--- config.mk ---
export PLATFORM = sky130hd
export DESIGN_NAME = dual_synth_mode_control
export DESIGN_NICKNAME = d
export VERILOG_FILES = /design/src/common/dual_synth_pkg.sv /design/src/logic/dual_synth_mode_control.sv
export SDC_FILE = /design/constraint.sdc
export NUM_CORES = 1
export LEC_CHECK = 0
export ABC_AREA = 1
export BUFFER_PORTS_ARGS = -buffer_cell sky130_fd_sc_hd__buf_2
export CORE_AREA = 2 2 177 179
export CTS_CLUSTER_DIAMETER = 100
export CTS_CLUSTER_SIZE = 30
export DETAILED_ROUTE_END_ITERATION = 8
export DIE_AREA = 0 0 179 181
export GPL_TIMING_DRIVEN = 1
export PLACE_DENSITY = 0.74
export SETUP_SLACK_MARGIN = 0.2
export SYNTH_ARGS = -nofsm -noshare
export SYNTH_HDL_FRONTEND = slang
export SYNTH_SLANG_ARGS = --single-unit
--- constraint.sdc ---
create_clock -name ref_clk -period 2.25 [get_ports ref_clk]
set_input_delay 0.675 -clock ref_clk [delete_from_list [all_inputs] [get_ports ref_clk]]
set_output_delay 0.675 -clock ref_clk [all_outputs]
set_load 0.02 [all_outputs]
--- src/common/dual_synth_pkg.sv ---
// Shared constants and types for the dual synthesizer mode and control block.
package dual_synth_pkg;
  // Serial word layout: 20 data bits above two target bits.
  localparam int WORD_BITS = 22;
  localparam int DATA_BITS = 20;
  localparam int REF_RATIO_BITS = 15;
  localparam int SWALLOW_BITS = 7;
  localparam int IF_SWALLOW_BITS = 4;
  localparam int PROG_BITS = 11;
  localparam int MOD_BITS = 8;
  // Field positions inside the 20 data bits of a reference word.
  localparam int REF_RATIO_LSB = 0;
  localparam int POLARITY_POS = 15;
  localparam int CURRENT_POS = 16;
  localparam int PUMP_HIZ_POS = 17;
  localparam int LOCK_SEL_POS = 18;
  localparam int MONITOR_SEL_POS = 19;
  // Field positions inside the 20 data bits of a divider word.
  localparam int SWALLOW_LSB = 0;
  localparam int PROG_LSB = 7;
  localparam int MODULUS_POS = 18;
  localparam int SLEEP_POS = 19;
  // Loop indices and the IF prescaler moduli.
  localparam int LOOP_IF = 0;
  localparam int LOOP_RF = 1;
  localparam logic [7:0] IF_SMALL_MOD = 8'h08;
  localparam logic [7:0] IF_LARGE_MOD = 8'h10;
  // Register byte offsets on the bus.
  localparam logic [7:0] CTRL_OFFSET = 8'h00;
  localparam logic [7:0] STATUS_OFFSET = 8'h04;
  localparam logic [7:0] IF_REF_OFFSET = 8'h08;
  localparam logic [7:0] RF_REF_OFFSET = 8'h0c;
  localparam logic [7:0] IF_DIV_OFFSET = 8'h10;
  localparam logic [7:0] RF_DIV_OFFSET = 8'h14;
  // Control register: lock width threshold and lock run length.
  localparam int CTRL_THRESH_LSB = 0;
  localparam int CTRL_RUN_LSB = 8;
  localparam logic [15:0] CTRL_RESET = 16'h0402;
  // Status register layout.
  localparam int STAT_LOCKED_LSB = 0;
  localparam int STAT_IF_SLEEP_LSB = 2;
  localparam int STAT_RF_SLEEP_LSB = 4;
  localparam int STAT_OSC_POS = 6;
  localparam int STAT_MF_POS = 7;
  localparam int STAT_RESET_LSB = 8;
  // Register selector codes.
  typedef enum logic [2:0] {
    SEL_CTRL = 3'h0, SEL_STATUS = 3'h1, SEL_IF_REF = 3'h2,
    SEL_RF_REF = 3'h3, SEL_IF_DIV = 3'h4, SEL_RF_DIV = 3'h5,
    SEL_NONE = 3'h7
  } reg_sel_e;
  // Per-loop power state, Gray coded along active, waiting, asleep.
  typedef enum logic [1:0] {
    SLEEP_ACTIVE = 2'b00, SLEEP_WAIT = 2'b01, SLEEP_DOWN = 2'b11
  } sleep_state_e;
endpackage

--- src/logic/dual_synth_mode_control.sv ---
// Mode, divider and powerdown control of a dual IF and RF synthesizer.
`timescale 1ns/1ps
module dual_synth_mode_control
  import dual_synth_pkg::*;
#(
  parameter logic [7:0] RfSmallModulus = 8'h40
) (
  input wire logic ref_clk, // Reference oscillator clock.
  input wire logic reset, // Synchronous reset, active high.
  input wire logic cyc_i, // Bus cycle.
  input wire logic stb_i, // Bus strobe.
  input wire logic we_i, // Bus write enable.
  input wire logic [7:0] adr_i, // Bus byte address.
  input wire logic [3:0] sel_i, // Bus byte enables.
  input wire logic [31:0] dat_i, // Bus write data.
  output logic [31:0] dat_o, // Bus read data.
  output logic ack_o, // Bus acknowledge.
  input wire logic linkClk, // Serial clock from the host.
  input wire logic linkData, // Serial data from the host.
  input wire logic loadStrobe, // Serial load strobe from the host.
  input wire logic [1:0] prescalerInput, // VCO inputs, 0 IF, 1 RF.
  output logic [1:0] pumpUp, // Charge pump source pulse per loop.
  output logic [1:0] pumpDown, // Charge pump sink pulse per loop.
  output logic [1:0] pumpHiz, // Charge pump floating per loop.
  output logic [1:0] pumpCurrentSelect, // High pump current per loop.
  output logic [1:0] inputDebias, // VCO input in high impedance.
  output logic oscEnable, // Reference oscillator enable.
  output logic multifunctionOut, // Multifunction pin level.
  output logic multifunctionOe // Multifunction pin drive enable.
);

  typedef struct packed {
    logic linkClkMeta;
    logic linkClkSync;
    logic linkClkPrev;
    logic linkDataMeta;
    logic linkDataSync;
    logic strobeMeta;
    logic strobeSync;
    logic strobePrev;
    logic [WORD_BITS-1:0] shiftWord;
    logic [1:0][DATA_BITS-1:0] refWord;
    logic [1:0][DATA_BITS-1:0] divWord;
    logic [1:0] inMeta;
    logic [1:0] inSync;
    logic [1:0] inPrev;
    logic [1:0][REF_RATIO_BITS-1:0] refCnt;
    logic [1:0][MOD_BITS-1:0] preCnt;
    logic [1:0][SWALLOW_BITS-1:0] aCnt;
    logic [1:0][PROG_BITS-1:0] bCnt;
    logic [1:0] refPulse;
    logic [1:0] mainPulse;
    logic [1:0] refSeen;
    logic [1:0] mainSeen;
    logic [1:0][7:0] pumpWidth;
    logic [1:0][7:0] lockRun;
    logic [1:0] locked;
    logic [1:0] pumpUp;
    logic [1:0] pumpDown;
    logic [1:0] pumpHiz;
    sleep_state_e [1:0] sleepState;
    logic mfOut;
    logic mfOe;
    logic [15:0] ctrl;
    logic [31:0] rdData;
    logic ack;
  } state_s;

  state_s stateReg;
  state_s stateNext;

  logic clkRise;
  logic strobeRise;
  logic busTake;
  reg_sel_e busSel;
  logic [1:0] counterReset;
  logic [1:0] held;
  logic [1:0] hizNow;
  logic [1:0] lockInd;
  logic [1:0][SWALLOW_BITS-1:0] swallowSet;
  logic [1:0][PROG_BITS-1:0] progSet;
  logic [1:0][REF_RATIO_BITS-1:0] ratioSet;
  logic [1:0][SWALLOW_BITS-1:0] aNext;
  logic [1:0] refLead;
  logic [1:0] mainLead;
  logic monBoth;
  logic ifLock;
  logic rfLock;
  logic ifMon;
  logic rfMon;
  logic monLoop;

  // Maps a byte address to a register selector.
  function automatic reg_sel_e decodeAddr(input logic [7:0] adr);
    case (adr)
      CTRL_OFFSET: decodeAddr = SEL_CTRL;
      STATUS_OFFSET: decodeAddr = SEL_STATUS;
      IF_REF_OFFSET: decodeAddr = SEL_IF_REF;
      RF_REF_OFFSET: decodeAddr = SEL_RF_REF;
      IF_DIV_OFFSET: decodeAddr = SEL_IF_DIV;
      RF_DIV_OFFSET: decodeAddr = SEL_RF_DIV;
      default: decodeAddr = SEL_NONE;
    endcase
  endfunction

  // Prescaler modulus for a loop; one above the base modulus while swallowing.
  function automatic logic [7:0] modulus(input int loop, input logic big,
                                         input logic swallowing);
    logic [7:0] base;
    base = 8'h00;
    if (loop == LOOP_IF) begin
      base = big ? IF_LARGE_MOD : IF_SMALL_MOD;
    end else begin
      base = big ? {RfSmallModulus[6:0], 1'b0} : RfSmallModulus;
    end
    modulus = swallowing ? base + 8'h01 : base;
  endfunction

  always_comb begin
    stateNext = stateReg;
    clkRise = stateReg.linkClkSync & ~stateReg.linkClkPrev;
    strobeRise = stateReg.strobeSync & ~stateReg.strobePrev;
    busTake = cyc_i & stb_i & ~stateReg.ack;
    busSel = decodeAddr(adr_i);
    counterReset = 2'b00;
    held = 2'b00;
    hizNow = 2'b00;
    lockInd = 2'b00;
    swallowSet = '0;
    progSet = '0;
    ratioSet = '0;
    aNext = '0;
    refLead = 2'b00;
    mainLead = 2'b00;
    monBoth = stateReg.refWord[LOOP_IF][MONITOR_SEL_POS] &
              stateReg.refWord[LOOP_RF][MONITOR_SEL_POS];
    ifLock = stateReg.refWord[LOOP_IF][LOCK_SEL_POS];
    rfLock = stateReg.refWord[LOOP_RF][LOCK_SEL_POS];
    ifMon = stateReg.refWord[LOOP_IF][MONITOR_SEL_POS];
    rfMon = stateReg.refWord[LOOP_RF][MONITOR_SEL_POS];
    monLoop = rfMon;

    // Two-stage synchronisers for every pin that crosses into ref_clk.
    stateNext.linkClkMeta = linkClk;
    stateNext.linkClkSync = stateReg.linkClkMeta;
    stateNext.linkClkPrev = stateReg.linkClkSync;
    stateNext.linkDataMeta = linkData;
    stateNext.linkDataSync = stateReg.linkDataMeta;
    stateNext.strobeMeta = loadStrobe;
    stateNext.strobeSync = stateReg.strobeMeta;
    stateNext.strobePrev = stateReg.strobeSync;
    stateNext.inMeta = prescalerInput;
    stateNext.inSync = stateReg.inMeta;
    stateNext.inPrev = stateReg.inSync;

    // The serial path is never gated by any power state.
    if (clkRise) begin
      stateNext.shiftWord = {stateReg.shiftWord[WORD_BITS-2:0],
                             stateReg.linkDataSync};
    end
    if (strobeRise) begin
      if (stateReg.shiftWord[1]) begin
        stateNext.divWord[stateReg.shiftWord[0]] =
          stateReg.shiftWord[WORD_BITS-1:2];
      end else begin
        stateNext.refWord[stateReg.shiftWord[0]] =
          stateReg.shiftWord[WORD_BITS-1:2];
      end
    end

    for (int i = 0; i < 2; i++) begin
      ratioSet[i] = stateReg.refWord[i][REF_RATIO_LSB +: REF_RATIO_BITS];
      progSet[i] = stateReg.divWord[i][PROG_LSB +: PROG_BITS];
      if (i == LOOP_IF) begin
        swallowSet[i] = {3'b000,
          stateReg.divWord[i][SWALLOW_LSB +: IF_SWALLOW_BITS]};
      end else begin
        swallowSet[i] = stateReg.divWord[i][SWALLOW_LSB +: SWALLOW_BITS];
      end
      counterReset[i] = monBoth & stateReg.refWord[i][LOCK_SEL_POS];
      held[i] = counterReset[i] |
                (stateReg.sleepState[i] == SLEEP_DOWN);
      hizNow[i] = stateReg.refWord[i][PUMP_HIZ_POS] | held[i];

      if (held[i]) begin
        // Both counters sit at their load values, so release starts them
        // on the same edge and keeps them aligned.
        stateNext.refCnt[i] = ratioSet[i] - 15'h0001;
        stateNext.preCnt[i] = modulus(i,
          stateReg.divWord[i][MODULUS_POS], swallowSet[i] != '0) - 8'h01;
        stateNext.aCnt[i] = swallowSet[i];
        stateNext.bCnt[i] = progSet[i];
        stateNext.refPulse[i] = 1'b0;
        stateNext.mainPulse[i] = 1'b0;
        stateNext.refSeen[i] = 1'b0;
        stateNext.mainSeen[i] = 1'b0;
        stateNext.pumpWidth[i] = 8'h00;
        stateNext.lockRun[i] = 8'h00;
        stateNext.locked[i] = 1'b0;
      end else begin
        stateNext.refPulse[i] = stateReg.refCnt[i] == '0;
        if (stateReg.refCnt[i] == '0) begin
          stateNext.refCnt[i] = ratioSet[i] - 15'h0001;
        end else begin
          stateNext.refCnt[i] = stateReg.refCnt[i] - 15'h0001;
        end

        // Pulse swallow: A prescaler cycles of P+1, then B-A cycles of P.
        stateNext.mainPulse[i] = 1'b0;
        if (stateReg.inSync[i] & ~stateReg.inPrev[i]) begin
          if (stateReg.preCnt[i] != '0) begin
            stateNext.preCnt[i] = stateReg.preCnt[i] - 8'h01;
          end else if (stateReg.bCnt[i] <= 11'h001) begin
            stateNext.mainPulse[i] = 1'b1;
            stateNext.aCnt[i] = swallowSet[i];
            stateNext.bCnt[i] = progSet[i];
            stateNext.preCnt[i] = modulus(i,
              stateReg.divWord[i][MODULUS_POS], swallowSet[i] != '0) - 8'h01;
          end else begin
            aNext[i] = (stateReg.aCnt[i] != '0) ?
                       stateReg.aCnt[i] - 7'h01 : 7'h00;
            stateNext.aCnt[i] = aNext[i];
            stateNext.bCnt[i] = stateReg.bCnt[i] - 11'h001;
            stateNext.preCnt[i] = modulus(i,
              stateReg.divWord[i][MODULUS_POS], aNext[i] != '0) - 8'h01;
          end
        end

        // Phase frequency detector: the leading edge holds its flag.
        stateNext.refSeen[i] = stateReg.refSeen[i] | stateNext.refPulse[i];
        stateNext.mainSeen[i] = stateReg.mainSeen[i] | stateNext.mainPulse[i];
        if (stateNext.refSeen[i] & stateNext.mainSeen[i]) begin
          stateNext.refSeen[i] = 1'b0;
          stateNext.mainSeen[i] = 1'b0;
        end

        // Lock judged once per comparison cycle from the pump pulse width.
        if (stateNext.refPulse[i]) begin
          stateNext.pumpWidth[i] = 8'h00;
          if (stateReg.pumpWidth[i] <= stateReg.ctrl[CTRL_THRESH_LSB +: 8])
          begin
            if (stateReg.lockRun[i] >= stateReg.ctrl[CTRL_RUN_LSB +: 8]) begin
              stateNext.locked[i] = 1'b1;
            end else begin
              stateNext.lockRun[i] = stateReg.lockRun[i] + 8'h01;
            end
          end else begin
            stateNext.lockRun[i] = 8'h00;
            stateNext.locked[i] = 1'b0;
          end
        end else if ((stateReg.refSeen[i] ^ stateReg.mainSeen[i]) &&
                     stateReg.pumpWidth[i] != 8'hff) begin
          stateNext.pumpWidth[i] = stateReg.pumpWidth[i] + 8'h01;
        end
      end

      refLead[i] = stateNext.refSeen[i] & ~stateNext.mainSeen[i];
      mainLead[i] = stateNext.mainSeen[i] & ~stateNext.refSeen[i];
      if (stateReg.refWord[i][POLARITY_POS]) begin
        stateNext.pumpUp[i] = ~hizNow[i] & refLead[i];
        stateNext.pumpDown[i] = ~hizNow[i] & mainLead[i];
      end else begin
        stateNext.pumpUp[i] = ~hizNow[i] & mainLead[i];
        stateNext.pumpDown[i] = ~hizNow[i] & refLead[i];
      end
      stateNext.pumpHiz[i] = hizNow[i];

      // Power state of the loop.
      case (stateReg.sleepState[i])
        SLEEP_ACTIVE: stateNext.sleepState[i] = SLEEP_ACTIVE;
        SLEEP_WAIT: begin
          if (~stateReg.pumpUp[i] & ~stateReg.pumpDown[i]) begin
            stateNext.sleepState[i] = SLEEP_DOWN;
          end
        end
        SLEEP_DOWN: stateNext.sleepState[i] = SLEEP_DOWN;
        default: stateNext.sleepState[i] = SLEEP_ACTIVE;
      endcase
      if (strobeRise && stateReg.shiftWord[1:0] == {1'b1, i[0]}) begin
        if (!stateReg.shiftWord[2 + SLEEP_POS]) begin
          stateNext.sleepState[i] = SLEEP_ACTIVE;
        end else if (stateReg.refWord[i][PUMP_HIZ_POS]) begin
          stateNext.sleepState[i] = SLEEP_DOWN;
        end else if (stateReg.sleepState[i] != SLEEP_DOWN) begin
          stateNext.sleepState[i] = SLEEP_WAIT;
        end
      end

      lockInd[i] = stateReg.locked[i] & ~stateReg.pumpUp[i] &
                   ~stateReg.pumpDown[i];
    end

    // Multifunction pin selection.
    stateNext.mfOe = 1'b1;
    stateNext.mfOut = 1'b0;
    case ({rfMon, ifMon})
      2'b00: begin
        if (ifLock | rfLock) begin
          stateNext.mfOut = (~ifLock | lockInd[LOOP_IF]) &
                            (~rfLock | lockInd[LOOP_RF]);
        end else begin
          stateNext.mfOut = 1'b0;
        end
      end
      2'b01, 2'b10: begin
        if (ifLock) begin
          stateNext.mfOut = stateNext.mainPulse[monLoop];
        end else begin
          stateNext.mfOut = stateNext.refPulse[monLoop];
        end
      end
      2'b11: begin
        if (~ifLock & ~rfLock) begin
          stateNext.mfOe = stateReg.refWord[LOOP_RF][CURRENT_POS];
        end
      end
      default: stateNext.mfOut = 1'b0;
    endcase

    // Bus slave: one-cycle registered answer, unmapped reads give zero.
    stateNext.ack = busTake;
    if (busTake) begin
      stateNext.rdData = 32'h0000_0000;
      case (busSel)
        SEL_CTRL: stateNext.rdData = {16'h0000, stateReg.ctrl};
        SEL_STATUS: begin
          stateNext.rdData[STAT_LOCKED_LSB +: 2] = stateReg.locked;
          stateNext.rdData[STAT_IF_SLEEP_LSB +: 2] =
            stateReg.sleepState[LOOP_IF];
          stateNext.rdData[STAT_RF_SLEEP_LSB +: 2] =
            stateReg.sleepState[LOOP_RF];
          stateNext.rdData[STAT_OSC_POS] = oscEnable;
          stateNext.rdData[STAT_MF_POS] = stateReg.mfOut;
          stateNext.rdData[STAT_RESET_LSB +: 2] = counterReset;
        end
        SEL_IF_REF: stateNext.rdData = {12'h000, stateReg.refWord[LOOP_IF]};
        SEL_RF_REF: stateNext.rdData = {12'h000, stateReg.refWord[LOOP_RF]};
        SEL_IF_DIV: stateNext.rdData = {12'h000, stateReg.divWord[LOOP_IF]};
        SEL_RF_DIV: stateNext.rdData = {12'h000, stateReg.divWord[LOOP_RF]};
        default: stateNext.rdData = 32'h0000_0000;
      endcase
      if (we_i && busSel == SEL_CTRL) begin
        if (sel_i[0]) begin
          stateNext.ctrl[7:0] = dat_i[7:0];
        end
        if (sel_i[1]) begin
          stateNext.ctrl[15:8] = dat_i[15:8];
        end
      end
    end

    if (reset) begin
      stateNext = '0;
      stateNext.ctrl = CTRL_RESET;
      stateNext.mfOe = 1'b1;
    end
  end

  always_ff @(posedge ref_clk) begin
    stateReg <= stateNext;
  end

  assign oscEnable = ~(stateReg.divWord[LOOP_IF][SLEEP_POS] &
                       stateReg.divWord[LOOP_RF][SLEEP_POS]);
  assign pumpCurrentSelect = {stateReg.refWord[LOOP_RF][CURRENT_POS],
                              stateReg.refWord[LOOP_IF][CURRENT_POS]};
  assign inputDebias = {stateReg.sleepState[LOOP_RF] == SLEEP_DOWN,
                        stateReg.sleepState[LOOP_IF] == SLEEP_DOWN};
  assign pumpUp = stateReg.pumpUp;
  assign pumpDown = stateReg.pumpDown;
  assign pumpHiz = stateReg.pumpHiz;
  assign multifunctionOut = stateReg.mfOut;
  assign multifunctionOe = stateReg.mfOe;
  assign dat_o = stateReg.rdData;
  assign ack_o = stateReg.ack;

endmodule // dual_synth_mode_control

==> flow_summary.json <==
{
  "clkLatencyLatePin_ns": 0.53,
  "vias": 14800,
  "finalHoldViolCount": 0,
  "drv_cap": 0,
  "final_cells": 2664,
  "routed_wl_microns": 45700,
  "arrival_ns": 2.54,
  "io_pins": 100,
  "clk_pin_slew_worst_paths_ns": 0.12,
  "ys.flop_type": "dfxtp_1",
  "row_count": 64,
  "crit_top_cell": "buf_6",
  "antenna_found_initial": 0,
  "worstHoldPathType": "in2reg",
  "dr.pass1.iters": 6,
  "cp_cell_sequence": "buf_6 -> nor2_4 -> nand2_1 -> nor2_2 -> nand3_2 -> buf_6 -> buf_4 -> buf_4 -> nand2_4 -> buf_6 -> nor2_4 -> buf_12 -> buf_6 -> a21oi_2 -> nand2_1 -> nand2_1 -> a21oi_1",
  "syn_area_sq_um": 15100,
  "ys_warn_count": 0,
  "crit_buf_inv": 7,
  "hpwlAfterDp_microns": 32300,
  "rsz0062_at_grt": "true",
  "remaining_drc_errors": 0,
  "synth_seq_cells": 285,
  "cp_max_fo": 6,
  "nets": 2376,
  "reg2reg_slack_ns": 0.17,
  "total_power_mw": 12.7,
  "cts_tree": "done",
  "dp.cells": 2600,
  "avgSynthCellArea_sq_um": 7.00,
  "crit_type": "in2reg",
  "synth-edff-count": 0,
  "cts_buffers": 14,
  "timing.fmax_ghz": 0.467,
  "start_util_pct": 49.8,
  "drt-initial-drc-count": 1411,
  "synth_area_leader_cell": "dfxtp_1",
  "synth_top_area_share_pct": 37.7,
  "clk_path_buf_depth": 3,
  "dr_wl_met3_microns": 3280,
  "numClockSinks": 285,
  "route.layer.met1.wl_microns": 18800,
  "gr-usage-all-layers_pct": 26.7,
  "fp.dieH_microns": 181,
  "slowest_delay_ns": 0.20,
  "syn_inst": 2161,
  "core_area_sq_um": 30300,
  "post_drt_wl_per_cell_microns": 17.2,
  "grt_pass1_vias": 13500,
  "clock-skew-final_ns": 0.0346,
  "hp-start": "linkData",
  "ys_top_cells_by_area": "dfxtp_1, nand2_1, nor2_1",
  "end_kind": "register",
  "finalSetupViolations": 0,
  "slew_headroom_pct": 34.4,
  "grt.overflow.total": 0,
  "antenna_cells": 0,
  "tightest_slew_ns": 0.983,
  "numPortBuffers": 69,
  "drive_above_1_share_pct": 18.1,
  "fin_util_pct": 57.8,
  "ant_nets": 0,
  "crit_path_start": "adr_i[7]",
  "grt_max_degree": 54,
  "holdWs_ns": 0.349,
  "finalMaxSlewViolations": 0,
  "crit_required_ns": 2.64,
  "async_reset_ff_share_pct": 0,
  "period_minus_slack_ns": 2.14,
  "final_common_cell": "nand2_1",
  "p_leak_nw": 7.73,
  "wl_met2_microns": 21300,
  "vdd_ir_drop_max_uv": 466,
  "ys_seq_area_share_pct": 37.7,
  "critPathSlowestCell": "a21oi_2",
  "power_density_nw_per_um2": 721,
  "h-tree-depth": 1,
  "fin_crit_sh_pct": 95.3,
  "grt_pass1_wl_microns": 69400,
  "cts-root-buf": "clkbuf_16",
  "die_area_sq_um": 32400,
  "viasPerCell": 5.57,
  "synthDistinctLibCells": 52,
  "status": "finished clean",
  "setup_tns_ns": 0,
  "die_w_microns": 179,
  "top_layer": "met4",
  "area_growth_pct": 16.1,
  "r2r-start": "stateReg[132]",
  "critPathTopFamily": "buffers and inverters",
  "layout_common_cells": "nand2_1, nor2_1, dfxtp_1",
  "critPathLaunchType": "primary input",
  "gp_congestion": 0.939
}
==> metal layers <==
metal,vias up,track usage (%)
met5,-,0
met4,0,11.2
met3,152,3.39
met2,610,44.3
met1,6832,34.7
li1,7246,-
==> sequential cells by signal (all words and copies together), names as in the netlist <==
register,count
stateReg,198
ratioSet,30
progSet,22
dat_o,20
pumpCurrentSelect,2
pumpDown,2
pumpHiz,2
pumpUp,2
ack_o,1
ifLock,1
ifMon,1
monLoop,1
multifunctionOe,1
multifunctionOut,1
rfLock,1
==> what timing repair did <==
| item | in CTS | in global routing |
|---|---|---|
| cloned | 5 | 4 |
| setup endpoints to repair | 66 | 132 |
| gates resized for setup | 46 | 178 |
| hold buffers | 0 | 0 |
| endpoints found under the hold margin | 0 | 0 |
| pin swaps | 15 | 58 |
| buffers inserted | 11 | 23 |
==> worst paths after layout <==
check,to,cells past startpoint
max,dat_o[15],17
min,stateReg[297],3
max reg2reg,stateReg[153],12
min reg2reg,stateReg[294],2
==> area by class of cell <==
type,count,area (sq um)
inverter,256,996
clock buffer,16,389
timing repair buffer,184,1390
multi-input combinational,1519,8460
timing repair inverter,3,22.5
tap,396,495
clock inverter,5,81.3
sequential,285,5720
fill,2758,12800
==> cell usage after synthesis (3+ instances only) <==
library cell  instances
buf_2                17
inv_1               246
nor3_1               31
xor2_1               58
nor2_2                5
o211ai_1             21
nand3b_1              4
dfxtp_1             285
nor2_4                5
a22oi_1               3
nand4_1              42
o21ai_0             210
or2_2                 9
nor4_1                5
inv_2                 6
nand2_2               8
nand3_2               4
o22ai_1              21
nand2_1             348
a21oi_1             223
buf_6                 3
nand3_1              81
a31oi_1              10
nor2_1              302
ha_1                 59
o21ai_1               8
clkinv_1              3
clkbuf_1             48
xnor2_1              19
a211oi_1              6
buf_4                43
==> through the flow <==
step / setup slack (ns) / cell area [sq um]
2_1_floorplan: -0.0113 / 15200
3_3_place_gp: -0.485 / 16000
3_5_place_dp: -0.586 / 16000
4_1_cts: 0.191 / 16800
5_1_grt: 0.0252 / 17600
6_report: 0.106 / 17600
==> cells by family (layout without fill, tap and decap cells) <==
kind of cell,after synthesis,in the layout,synth area share (%)
AOI/OAI and AO/OA,517,517,18.2
xor gates and xnor gates,77,77,4.46
adders and majority gates,59,59,4.88
buffers and inverters,370,464,10.6
DFF,285,285,37.7
other,1,12,0.0248
and+or+nand+nor,852,854,24.1
==> worst register-to-register path: stages (launching register included) <==
cell and delay, ns:
dfxtp_2 0.38, inv_4 0.07, ha_4 0.18, xor2_1 0.16, o21ai_1 0.17, nand2_1 0.09, nor2_1 0.11, nand2_2 0.06
ha_1 0.27, inv_1 0.03, nand2_1 0.06, o211ai_1 0.09, a311oi_1 0.31
==> report_power, final <==
part	internal (mW)	switching, mW
Sequential	5.43	0.339
Combinational	1.35	2.35
Clock	1.41	1.78
Note: power is estimated with default switching activity, not from simulation.
